==> config.mk <==
export PLATFORM = sky130hd
export DESIGN_NAME = pms_sequencer
export DESIGN_NICKNAME = d
export VERILOG_FILES = /design/src/hw/pms_pkg.sv /design/src/hw/pms_deadline.sv /design/src/hw/pms_sequencer.sv
export SDC_FILE = /design/constraint.sdc
export NUM_CORES = 1
export LEC_CHECK = 0
export ABC_AREA = 1
export BUFFER_PORTS_ARGS = -buffer_cell sky130_fd_sc_hd__buf_2
export CAP_MARGIN = 20
export CELL_PAD_IN_SITES_DETAIL_PLACEMENT = 0
export CELL_PAD_IN_SITES_GLOBAL_PLACEMENT = 1
export CORE_ASPECT_RATIO = 1.5
export CORE_MARGIN = 2
export CORE_UTILIZATION = 46
export CTS_CLUSTER_DIAMETER = 60
export DETAILED_ROUTE_END_ITERATION = 10
export PLACE_DENSITY = 0.82
export SYNTH_ARGS = -nofsm -noshare
export SYNTH_HDL_FRONTEND = slang
export SYNTH_SLANG_ARGS = --single-unit
export TNS_END_PERCENT = 100
==> constraint.sdc <==
create_clock -name clk_in -period 2.3 [get_ports clk_in]
set_clock_uncertainty 0.15 [all_clocks]
set_input_delay 0.115 -clock clk_in [delete_from_list [all_inputs] [get_ports clk_in]]
set_output_delay 0.115 -clock clk_in [all_outputs]
set_load 0.1 [all_outputs]
==> src/hw/pms_pkg.sv <==
// Shared constants for the module power-mode sequencer.
// Assumes a 100 MHz core clock; long counts are overridable at the top.
package pms_pkg;

	localparam int CLK_MHZ = 100;
	localparam int CLK_PERIOD_NS = 10;

	// Deadlines in their own units, as printed.
	localparam int MGMT_INIT_TIME_MS = 300;
	localparam int START_UP_TIME_MS = 300;
	localparam int COOLED_START_TIME_S = 90;
	localparam int POWER_UP_TIME_MS = 300;
	localparam int POWER_DOWN_TIME_MS = 300;
	localparam int HP_TO_LP_TIME_US = 200;

	// All times convert exactly to whole cycles.
	localparam longint MGMT_INIT_CYC = longint'(MGMT_INIT_TIME_MS) * 1000 * CLK_MHZ;
	localparam longint START_UP_CYC = longint'(START_UP_TIME_MS) * 1000 * CLK_MHZ;
	localparam longint COOLED_START_CYC = longint'(COOLED_START_TIME_S) * 1000000 * CLK_MHZ;
	localparam longint POWER_UP_CYC = longint'(POWER_UP_TIME_MS) * 1000 * CLK_MHZ;
	localparam longint POWER_DOWN_CYC = longint'(POWER_DOWN_TIME_MS) * 1000 * CLK_MHZ;
	localparam longint HP_TO_LP_CYC = longint'(HP_TO_LP_TIME_US) * CLK_MHZ;

	// Settle counts loaded on entry to waking or sleeping; each transition takes two cycles more.
	localparam int WAKE_SETTLE_CYC = 4;
	localparam int SLEEP_SETTLE_CYC = 2;

	localparam int CNT_W = 34;

	// Force bit power-up default by module class.
	localparam logic FORCE_DEFAULT_LOW_CLASS = 1'b0;
	localparam logic FORCE_DEFAULT_HIGH_CLASS = 1'b1;

	typedef enum logic [1:0] {
		PMS_LOW_POWER = 2'b00,
		PMS_WAKING = 2'b01,
		PMS_OPERATING = 2'b10,
		PMS_SLEEPING = 2'b11
	} pms_state_t;

endpackage : pms_pkg

==> src/hw/pms_deadline.sv <==
// One deadline counter: starts on a trigger, stops when the target is reached.
// Assumes trigger and done are synchronous to clk_in.
`timescale 1ns/1ps
module pms_deadline #(
	parameter logic [pms_pkg::CNT_W-1:0] LIMIT = 34'h1
) (
	input wire logic clk_in,
	input wire logic rst_n_in,
	input wire logic start_in,
	input wire logic done_in,
	output logic running_out,
	output logic expired_out
);

	logic [pms_pkg::CNT_W-1:0] count_reg;
	logic running_reg;
	logic expired_reg;
	wire at_limit = running_reg && (count_reg >= LIMIT - 34'h1);

	always_ff @(posedge clk_in or negedge rst_n_in) begin
		if (!rst_n_in) begin
			count_reg <= '0;
			running_reg <= 1'b0;
			expired_reg <= 1'b0;
		end else if (start_in) begin
			count_reg <= '0;
			running_reg <= 1'b1;
			expired_reg <= 1'b0;
		end else if (done_in) begin
			running_reg <= 1'b0;
		end else if (running_reg) begin
			count_reg <= count_reg + 34'h1;
			if (at_limit) begin
				expired_reg <= 1'b1;
				running_reg <= 1'b0;
			end
		end
	end

	assign running_out = running_reg;
	assign expired_out = expired_reg;

endmodule : pms_deadline

==> src/hw/pms_sequencer.sv <==
// Power-mode and start-up sequencer of a pluggable optical module.
// Assumes pins arrive asynchronously; management-side strobes are on clk_in.
//
// What this block does
// - Management interface ready within 300 ms after valid supplies or hot plug.
// - Uncooled low-class module fully operational within 300 ms of valid supplies.
// - Cooled low-class module fully operational within 90 s of valid supplies.
// - Uncooled module operational within 300 ms after a write enabling higher class.
// - Cooled module operational within 90 s after a write enabling higher class.
// - Back within lowest-class power inside 300 ms after a disabling write.
// - At start or reset release, low-power pin low means low-power mode.
// - At start or reset release, pin high means operate unless force bit blocks or a high-class build has class bit clear.
// - Force bit powers up to 0 for low-power class, 1 otherwise.
// - Transmitters on only when pin is 1 and force bit is 0.
// - Pin or reset assertion brings low power, transmitters off, within 200 us.
// - While module reset is low, stay in reset with interrupt deasserted.
`timescale 1ns/1ps
module pms_sequencer #(
	parameter logic HIGH_POWER_CLASS = 1'b0,
	parameter logic COOLED = 1'b0,
	parameter logic [pms_pkg::CNT_W-1:0] MGMT_INIT_CYC = 34'(pms_pkg::MGMT_INIT_CYC),
	parameter logic [pms_pkg::CNT_W-1:0] START_CYC = 34'(pms_pkg::START_UP_CYC),
	parameter logic [pms_pkg::CNT_W-1:0] COOLED_CYC = 34'(pms_pkg::COOLED_START_CYC),
	parameter logic [pms_pkg::CNT_W-1:0] POWER_DOWN_CYC = 34'(pms_pkg::POWER_DOWN_CYC)
) (
	input wire logic clk_in,
	input wire logic rst_n_in,
	input wire logic low_power_request_n_in,
	input wire logic module_reset_n_in,
	input wire logic force_wr_in,
	input wire logic force_wr_data_in,
	input wire logic class_wr_in,
	input wire logic class_wr_data_in,
	input wire logic module_int_in,
	output logic mgmt_ready_out,
	output logic tx_enable_out,
	output logic high_power_out,
	output logic operational_out,
	output logic module_side_reset_n_out,
	output logic int_out,
	output logic force_low_power_bit_out,
	output logic class_enabled_out,
	output logic deadline_miss_out
);

	////////////////////////////////////////////////////////////////////////////////
	// Pin synchronisers.

	logic lpw_meta_reg;
	logic lpw_sync_reg;
	logic rst_meta_reg;
	logic rst_sync_reg;

	always_ff @(posedge clk_in or negedge rst_n_in) begin
		if (!rst_n_in) begin
			lpw_meta_reg <= 1'b0;
			lpw_sync_reg <= 1'b0;
			rst_meta_reg <= 1'b0;
			rst_sync_reg <= 1'b0;
		end else begin
			lpw_meta_reg <= low_power_request_n_in;
			lpw_sync_reg <= lpw_meta_reg;
			rst_meta_reg <= module_reset_n_in;
			rst_sync_reg <= rst_meta_reg;
		end
	end

	////////////////////////////////////////////////////////////////////////////////
	// Control bits and mode decision.

	logic force_reg;
	logic class_reg;
	logic rst_sync_d_reg;
	logic boot_done_reg;
	pms_pkg::pms_state_t state_reg;
	pms_pkg::pms_state_t state_next;
	logic [2:0] settle_reg;
	logic [2:0] settle_next;

	wire in_reset = !rst_sync_reg;
	wire reset_release = rst_sync_reg && !rst_sync_d_reg;
	wire class_up = class_wr_in && class_wr_data_in;
	wire class_down = class_wr_in && !class_wr_data_in;
	wire class_ok = HIGH_POWER_CLASS ? class_reg : 1'b1;
	wire want_operate = lpw_sync_reg && !force_reg && class_ok && !in_reset;

	always_ff @(posedge clk_in or negedge rst_n_in) begin
		if (!rst_n_in) begin
			force_reg <= HIGH_POWER_CLASS ? pms_pkg::FORCE_DEFAULT_HIGH_CLASS
				: pms_pkg::FORCE_DEFAULT_LOW_CLASS;
			class_reg <= 1'b0;
			rst_sync_d_reg <= 1'b0;
			boot_done_reg <= 1'b0;
		end else begin
			rst_sync_d_reg <= rst_sync_reg;
			boot_done_reg <= 1'b1;
			if (force_wr_in) begin
				force_reg <= force_wr_data_in;
			end
			if (class_wr_in) begin
				class_reg <= class_wr_data_in;
			end
		end
	end

	// entry mode follows the pin after reset
	always_comb begin
		state_next = state_reg;
		settle_next = settle_reg;
		case (state_reg)
			pms_pkg::PMS_LOW_POWER: begin
				if (want_operate) begin
					state_next = pms_pkg::PMS_WAKING;
					settle_next = 3'(pms_pkg::WAKE_SETTLE_CYC);
				end
			end
			pms_pkg::PMS_WAKING: begin
				if (!want_operate) begin
					state_next = pms_pkg::PMS_LOW_POWER;
				end else if (settle_reg == 3'h0) begin
					state_next = pms_pkg::PMS_OPERATING;
				end else begin
					settle_next = settle_reg - 3'h1;
				end
			end
			pms_pkg::PMS_OPERATING: begin
				if (!want_operate) begin
					state_next = pms_pkg::PMS_SLEEPING;
					settle_next = 3'(pms_pkg::SLEEP_SETTLE_CYC);
				end
			end
			pms_pkg::PMS_SLEEPING: begin
				if (settle_reg == 3'h0) begin
					state_next = pms_pkg::PMS_LOW_POWER;
				end else begin
					settle_next = settle_reg - 3'h1;
				end
			end
			default: begin
				state_next = pms_pkg::PMS_LOW_POWER;
			end
		endcase
	end

	always_ff @(posedge clk_in or negedge rst_n_in) begin
		if (!rst_n_in) begin
			state_reg <= pms_pkg::PMS_LOW_POWER;
			settle_reg <= 3'h0;
		end else begin
			state_reg <= state_next;
			settle_reg <= settle_next;
		end
	end

	////////////////////////////////////////////////////////////////////////////////
	// Deadline counters.

	logic mgmt_ready_reg;
	logic tx_reg;
	logic hp_reg;
	logic oper_reg;
	logic int_reg;
	logic miss_reg;
	wire is_oper = state_reg == pms_pkg::PMS_OPERATING;
	wire is_low = state_reg == pms_pkg::PMS_LOW_POWER;
	wire boot_start = !boot_done_reg;
	wire up_start = boot_start || reset_release || class_up;
	wire [3:0] expired;

	pms_deadline #(.LIMIT(COOLED ? COOLED_CYC : START_CYC)) u_up (
		.clk_in(clk_in),
		.rst_n_in(rst_n_in),
		.start_in(up_start),
		.done_in(is_oper || !want_operate),
		.running_out(),
		.expired_out(expired[0])
	);

	// power-down deadline
	// A low-class build never leaves its power limit, so only a high-class build times it.
	pms_deadline #(.LIMIT(POWER_DOWN_CYC)) u_down (
		.clk_in(clk_in),
		.rst_n_in(rst_n_in),
		.start_in(class_down && HIGH_POWER_CLASS),
		.done_in(is_low),
		.running_out(),
		.expired_out(expired[1])
	);

	pms_deadline #(.LIMIT(34'(pms_pkg::HP_TO_LP_CYC))) u_hplp (
		.clk_in(clk_in),
		.rst_n_in(rst_n_in),
		.start_in(is_oper && !want_operate),
		.done_in(is_low),
		.running_out(),
		.expired_out(expired[2])
	);

	pms_deadline #(.LIMIT(MGMT_INIT_CYC)) u_mgmt (
		.clk_in(clk_in),
		.rst_n_in(rst_n_in),
		.start_in(boot_start),
		.done_in(mgmt_ready_reg),
		.running_out(),
		.expired_out(expired[3])
	);

	always_ff @(posedge clk_in or negedge rst_n_in) begin
		if (!rst_n_in) begin
			mgmt_ready_reg <= 1'b0;
			tx_reg <= 1'b0;
			hp_reg <= 1'b0;
			oper_reg <= 1'b0;
			int_reg <= 1'b0;
			miss_reg <= 1'b0;
		end else begin
			mgmt_ready_reg <= boot_done_reg;
			tx_reg <= is_oper && want_operate;
			hp_reg <= !is_low;
			oper_reg <= is_oper;
			int_reg <= module_int_in && !in_reset;
			miss_reg <= miss_reg || (|expired);
		end
	end

	assign mgmt_ready_out = mgmt_ready_reg;
	assign tx_enable_out = tx_reg;
	assign high_power_out = hp_reg;
	assign operational_out = oper_reg;
	assign module_side_reset_n_out = rst_sync_reg;
	assign int_out = int_reg;
	assign force_low_power_bit_out = force_reg;
	assign class_enabled_out = class_reg;
	assign deadline_miss_out = miss_reg;

	////////////////////////////////////////////////////////////////////////////////
	// Checks.

	a_tx_needs_pin: assert property (@(posedge clk_in) disable iff (!rst_n_in)
		tx_reg |-> $past(lpw_sync_reg) && !$past(force_reg))
		else $error("Transmitter on without pin high and force clear.");

	a_int_in_reset: assert property (@(posedge clk_in) disable iff (!rst_n_in)
		$past(in_reset) |-> !int_reg)
		else $error("Interrupt raised while module in reset.");

	a_fast_sleep: assert property (@(posedge clk_in) disable iff (!rst_n_in)
		(is_oper && !want_operate) |-> ##[1:6] is_low)
		else $error("Low power not reached after pin or reset assertion.");

	a_force_blocks: assert property (@(posedge clk_in) disable iff (!rst_n_in)
		force_reg |-> ##2 !tx_reg)
		else $error("Force bit failed to block operation.");

	a_wake_op: assert property (@(posedge clk_in) disable iff (!rst_n_in)
		(is_low && want_operate) ##1 want_operate [*6] |=> is_oper)
		else $error("Operation not reached after wake request.");

	a_low_on_pin: assert property (@(posedge clk_in) disable iff (!rst_n_in)
		(!lpw_sync_reg && is_low) |=> !is_oper)
		else $error("Left low power while pin held low.");

	a_mgmt_ready: assert property (@(posedge clk_in) disable iff (!rst_n_in)
		boot_done_reg |=> mgmt_ready_reg)
		else $error("Management interface not ready.");

	a_down_done: assert property (@(posedge clk_in) disable iff (!rst_n_in)
		(class_down && HIGH_POWER_CLASS && is_oper) |-> ##[1:8] is_low)
		else $error("Power-down did not complete.");

endmodule : pms_sequencer

### Word-level counts from Yosys, hierarchy flattened

Index checks and enable logic that the tools add are counted.

* word-level logic and storage cells: 135
* flip-flop bits (word level): 163

* reduce and logical (&&, ||, !) cells: 37
* multiplexer cells: 47
* equal/unequal tests: 13
* add/sub/neg operators: 5
* order comparisons: 4
* bitwise logic cells: 1

Operators by type and width (count)
* two-way mux 34 bit: 9
* adder 34 x 1 -> 34 bit (second input constant): 4
* greater-or-equal comparator 34 x 25 -> 1 bit (second input constant): 3
* greater-or-equal comparator 34 x 15 -> 1 bit (second input constant): 1
* two-way mux 1 bit: 27
* AND reduction 3 bit: 5
* two-way mux 3 bit: 4
* case mux 3 bit (4 select lines): 1
* logical AND 1 bit: 11
* two-way mux 2 bit: 5
* != test 2 bit (second input constant): 5
* != test 2 x 1 -> 1 bit (second input constant): 4
* case mux 2 bit (4 select lines): 1
* AND reduction 2 bit: 4
* nonzero test 2 bit: 4
* logical NOT 1 bit: 5
* equality test 2 bit (second input constant): 2
* logical OR 1 bit: 4
* AND reduction 4 bit: 1
* OR reduction 4 bit: 1
* logical NOT 3 bit: 1
* != test 3 bit (second input constant): 1
* subtractor 3 x 1 -> 3 bit (second input constant): 1
* equality test 2 x 1 -> 1 bit (second input constant): 1
* other kinds (2): 2

### Depth between registers and ports, before layout

* depth after elaboration: 7
* depth in mapped cells: 12
* gate-level depth less buffers: 11

### By module

A second synthesis with hierarchy kept.

* cells, all modules: 1421
* area, all modules: 10020.9 µm²

Modules (own cells, without submodules)
* pms_deadline (u_down ...): area an instance 2249.7 µm², cells each 323, sequential area each 900.9 µm², instances 3
* pms_deadline (u_hplp): area an instance 2501.1 µm², cells each 375, sequential area each 900.9 µm², instances 1
* pms_sequencer: area an instance 770.7 µm², cells each 77, sequential area each 475.5 µm², instances 1

### Worst setup path before layout

OpenSTA, ideal clock, no wires.

* path kind: register -> register
* start: register rst_sync_reg, in the netlist module_side_reset_n_out
* end: register u_up.count_reg[31] (netlist bit)
* path slack: 0.080 ns
* required time: 2.031 ns
* stages on the path, launching flop included: 8
* data arrival time: 1.951 ns
* path through: dfrtp_1 -> nand3_2 -> nor2_8 -> inv_2 -> nor3_1 -> nand3_1 -> nand2_1 -> nor2_1

* longest elaborated chain between the ends: 5
* elaborated cells on any way between the ends: 10
* those cells by class: eq/ne (1); mux (1); reduce/logical (8)

RTL lines
* start: declaration: line pms_sequencer.sv:52 `logic rst_sync_reg;`
* start signal: assignment: line pms_sequencer.sv:64 `rst_sync_reg <= rst_meta_reg;`
* logical AND 1 bit (on tied branches): line pms_sequencer.sv:85, pms_sequencer.sv:81
* logical NOT 1 bit / logical OR 1 bit (equally long branches): line pms_sequencer.sv:174, pms_sequencer.sv:167
* logical OR 1 bit (on tied branches): line pms_sequencer.sv:174, pms_sequencer.sv:167
* != test 2 x 1 -> 1 bit (no source line) / nonzero test 2 bit (equally long branches)
* AND reduction 2 bit (no source line)
* end signal: assignment: line pms_deadline.sv:32 `count_reg <= count_reg + 34'h1;`
* end: declaration: line pms_deadline.sv:15 `logic [pms_pkg::CNT_W-1:0] count_reg;`

Several ways; a longest one is shown, not always the timed one.
A chain may end at the register's enable or synchronous reset.

### Worst setup path after layout

* start: register force_reg, in the netlist force_low_power_bit_out
* end: register u_up.count_reg[8] (netlist bit)

* longest elaborated chain between the ends: 7

RTL lines
* start: declaration: line pms_sequencer.sv:71 `logic force_reg;`
* start signal: assignment: line pms_sequencer.sv:89 `force_reg <= HIGH_POWER_CLASS ? pms_pkg::FORCE_DEFAULT_HIGH_CLASS`
* start signal: assignment: line pms_sequencer.sv:98 `force_reg <= force_wr_data_in;`
* logical NOT 1 bit: line pms_sequencer.sv:85 `wire want_operate = lpw_sync_reg && !force_reg && class_ok && !in_reset;`
* logical AND 1 bit (2 in a row): line pms_sequencer.sv:85
* logical NOT 1 bit: line pms_sequencer.sv:174 `.done_in(is_oper || !want_operate),`
* logical OR 1 bit: line pms_sequencer.sv:174
* != test 2 x 1 -> 1 bit (no source line)
* AND reduction 2 bit (no source line)

Every way passes these cells.

==> results.sh <==
export IMPL_synth_top_family_by_area="simple AND/OR/NAND/NOR gates"
export IMPL_min_path_type="input pin to flip-flop"
export IMPL_grt_pass1_wl_mm=42.3
export IMPL_track_usage_pct=23.9
export IMPL_clock_latency_ns=0.44
export IMPL_cts_tree="built"
export IMPL_syn_inst=1426
export IMPL_cts_resized=0
export IMPL_yosys_most_used_dff="dfrtp_1"
export IMPL_gr_total_overflow=0
export IMPL_grt_pass1_vias=8743
export IMPL_grt_max_degree=56
export IMPL_yosysSeqAreaShare_pct=41.8
export IMPL_crit_required_ns=2.47
export IMPL_syn_to_final_growth_pct=12.0
export IMPL_synth_cell_types=41
export IMPL_worstMarginPinSlew_ns=0.574
export IMPL_async_reset_ff_share_pct=100
export IMPL_core_area_um2=20900
export IMPL_crit_chain="inv_1 > nand3_2 > nor2_8 > inv_2 > nand2_4 > nand2_1 > o21ai_1 > a21oi_1"
export IMPL_critPathSlowestCell="dfrtp_1"
export IMPL_avgRoutedWirePerCell_um=14.2
export IMPL_globalplace_congestion=0.880
export IMPL_fp_dieH_um=182
export IMPL_drive_above_1_share_pct=7.18
export IMPL_synthSimpleGateAreaFrac_pct=40.5
export IMPL_fin_cells=1744
export IMPL_cts_buffer_depth=2
export IMPL_p_per_area_nw_per_um2=633
export IMPL_yosysWarnings=0
export IMPL_pwr_share_seq_pct=43.5
export IMPL_ir_drop_v=0.000539
export IMPL_fin_crit_sh_pct=86.2
export IMPL_rows=65
export IMPL_cts_sinks=163
export IMPL_relSlewSlack_pct=61.8
export IMPL_rsz0062_at_grt="no"
export IMPL_fin_nets=1478
export IMPL_clockRootBuffer="clkbuf_16"
export IMPL_dp_hpwl_mm=18.5
export IMPL_synth_most_common_cell="nand2_1"
export IMPL_synthAdderAreaFrac_pct=0.769
export IMPL_drv_cap=0
export IMPL_start_kind="flip-flop"
export IMPL_p_leak_nw=4.89
export IMPL_dieArea_um2=22400
export IMPL_setup_viol=0
export IMPL_critPathTopFamily="simple AND/OR/NAND/NOR gates"
export IMPL_synth_compound_area_share_pct=6.94
export IMPL_crit_type="flip-flop to flip-flop"
export IMPL_ant_nets=0
export IMPL_synth_area_per_cell_um2=6.84
export IMPL_htree_num_levels=4
export IMPL_cp_num_buf_inv=2
export IMPL_clk_pin_slew_worst_paths_ns=0.07
export IMPL_synth_seq_cells=163
export IMPL_avgViaCountPerCell=5.09
export IMPL_status="finished, final reports clean"
export IMPL_syn_area_um2=9760
export IMPL_fillers=2126
export IMPL_clkPwrFrac_pct=45.9
export IMPL_synth_xor_area_share_pct=2.33
export IMPL_crit_arrival_ns=2.16
export IMPL_multiInputGateArea_um2=4940
export IMPL_io_buffers=17
export IMPL_synth_mux_area_share_pct=0
export IMPL_top_usage_layer="met2"
export IMPL_grtUsageMet2_pct=40.8
export IMPL_path_max_fanout=25
export IMPL_hold_viol_final=0
export IMPL_p_comb_share_pct=10.6
export IMPL_use_met1_pct=30.6
export IMPL_initial_core_util_pct=46.7
export IMPL_finalSetupTns_ns=0
export IMPL_slew_viol_final=0
export IMPL_ios=18
export IMPL_cts_made_buffers=17
export IMPL_ys_top_cells_by_area="dfrtp_1 42%, nand2_1 16%, nor2_1 11%"
export IMPL_crit_path_max_incr_delay_ns=0.40
export IMPL_die_w_um=123
export IMPL_placed_cells=1704
export IMPL_firstDrtPassIters=5
export IMPL_p_switching_mw=1.96
export IMPL_grt_antenna_before_repair=0
export IMPL_synth_edf_count=0
export IMPL_p_sw_share_pct=28.3
export IMPL_num_antenna_cells=0
export IMPL_fmax_mhz=504
export IMPL_crit_path_end_kind="flip-flop"
export IMPL_min_period_ns=1.98
export IMPL_synth_top_area_share_pct=41.8
export IMPL_wl_mm=24.8
export IMPL_drcViolationCount=0
export IMPL_drt_iter0_drc=577
export IMPL_yosysTopAreaCell="dfrtp_1"
export IMPL_vias=8870
export IMPL_seqCellArea_um2=4080
export IMPL_synth_nets=1441
export IMPL_use_met3_pct=4.03
export IMPL_power_internal_mw=4.97
export IMPL_yosys_top_cells_count="404 x nand2_1, 274 x nor2_1, 167 x inv_1"
[cell families (layout without fill, tap and decap cells)]
logic type	count (synthesis)	in the layout
AOI/OAI and AO/OA	130	130
xor gates and xnor gates	26	26
adders and majority gates	6	6
buffers and inverters	192	242
DFF	163	163
other	1	1
and+or+nand+nor	908	908
[power groups by stage]
| stage | Combinational (mW) | Clock, mW | Sequential [mW] |
|---|---|---|---|
| floorplan | 0.383 | 0 | 3.18 |
| global placement | 0.732 | 0 | 3.06 |
| detailed placement | 0.736 | 0 | 3.06 |
| CTS | 0.751 | 3.26 | 3.01 |
| global route | 0.816 | 3.37 | 3.01 |
| finish | 0.735 | 3.18 | 3.01 |
[per-stage QoR]
step	setup WS (ns)	hold WS, ns	utilization, %	power, mW	instance area, um^2
finish	0.317	0.0423	52.3	6.92	10900
CTS	0.323	0.0173	52.3	7.01	10900
detailed placement	0.330	-0.0195	48.9	3.80	10200
global route	0.0781	0.0558	52.3	7.20	10900
floorplan	0.0804	-0.331	-	3.57	9760
global placement	0.366	-0.0228	48.9	3.79	10200
[placed cells by master (no fill, tap or decap), types with 4 or more instances in the layout]
master / n
nor2_1: 274
clkbuf_16: 17
inv_1: 167
nand2_2: 7
ha_1: 6
and2_1: 4
buf_4: 8
buf_2: 16
nor2_4: 10
nand4_1: 45
bufinv_16: 4
nand3b_1: 6
nand2_4: 6
nor3_1: 38
xnor2_1: 7
a21oi_1: 47
nand3_1: 91
inv_6: 5
nor2_2: 10
inv_2: 7
o21ai_0: 68
dlygate4sd3_1: 8
nand2_1: 404
xor2_1: 19
dfrtp_1: 163
[timing repair]
| action | CTS | global route |
|---|---|---|
| hold endpoints to repair | 168 | 0 |
| hold buffers | 8 | 0 |
| buffers inserted | 0 | 0 |
[tightest hold or removal path: cells and delay by family]
kind | cells | cell delay [ns]
AND/OR/NAND/NOR | 3 | 0.40
buffers and inverters | 1 | 0.07
[path summary, 6_finish.rpt]
check	cells past startpoint	end	slack [ns]	startpoint
min in group asynchronous	2	u_up.count_reg[12]$_DFFE_PN0P_	0.06	rst_n_in
min	4	u_up.count_reg[12]$_DFFE_PN0P_	0.04	class_wr_data_in
max in group asynchronous	3	u_down.count_reg[17]$_DFFE_PN0P_	1.32	rst_n_in
min reg2reg	0	lpw_sync_reg$_DFF_PN0_	0.20	lpw_meta_reg$_DFF_PN0_
max	8	u_up.count_reg[8]$_DFFE_PN0P_	0.32	force_low_power_bit_out$_DFFE_PN0P_
max reg2reg	8	u_up.count_reg[8]$_DFFE_PN0P_	0.32	force_low_power_bit_out$_DFFE_PN0P_
[final cells by class]
cell class / count / share of cell area (%)
Multi-Input combinational cell: 1071 / 45.2
Sequential cell: 163 / 37.3
Inverter: 174 / 5.97
Clock buffer: 17 / 3.89
Tap cell: 268 / 3.07
Timing Repair Buffer: 36 / 2.67
Clock inverter: 15 / 1.96
[routing by layer]
metal  part of all wire [%]  routed length [um]
met5                      0                   0
met4                    2.2                 557
met3                    2.8                 686
met2                     50               12500
met1                     45               11100
(Power assumes the default switching activity.)
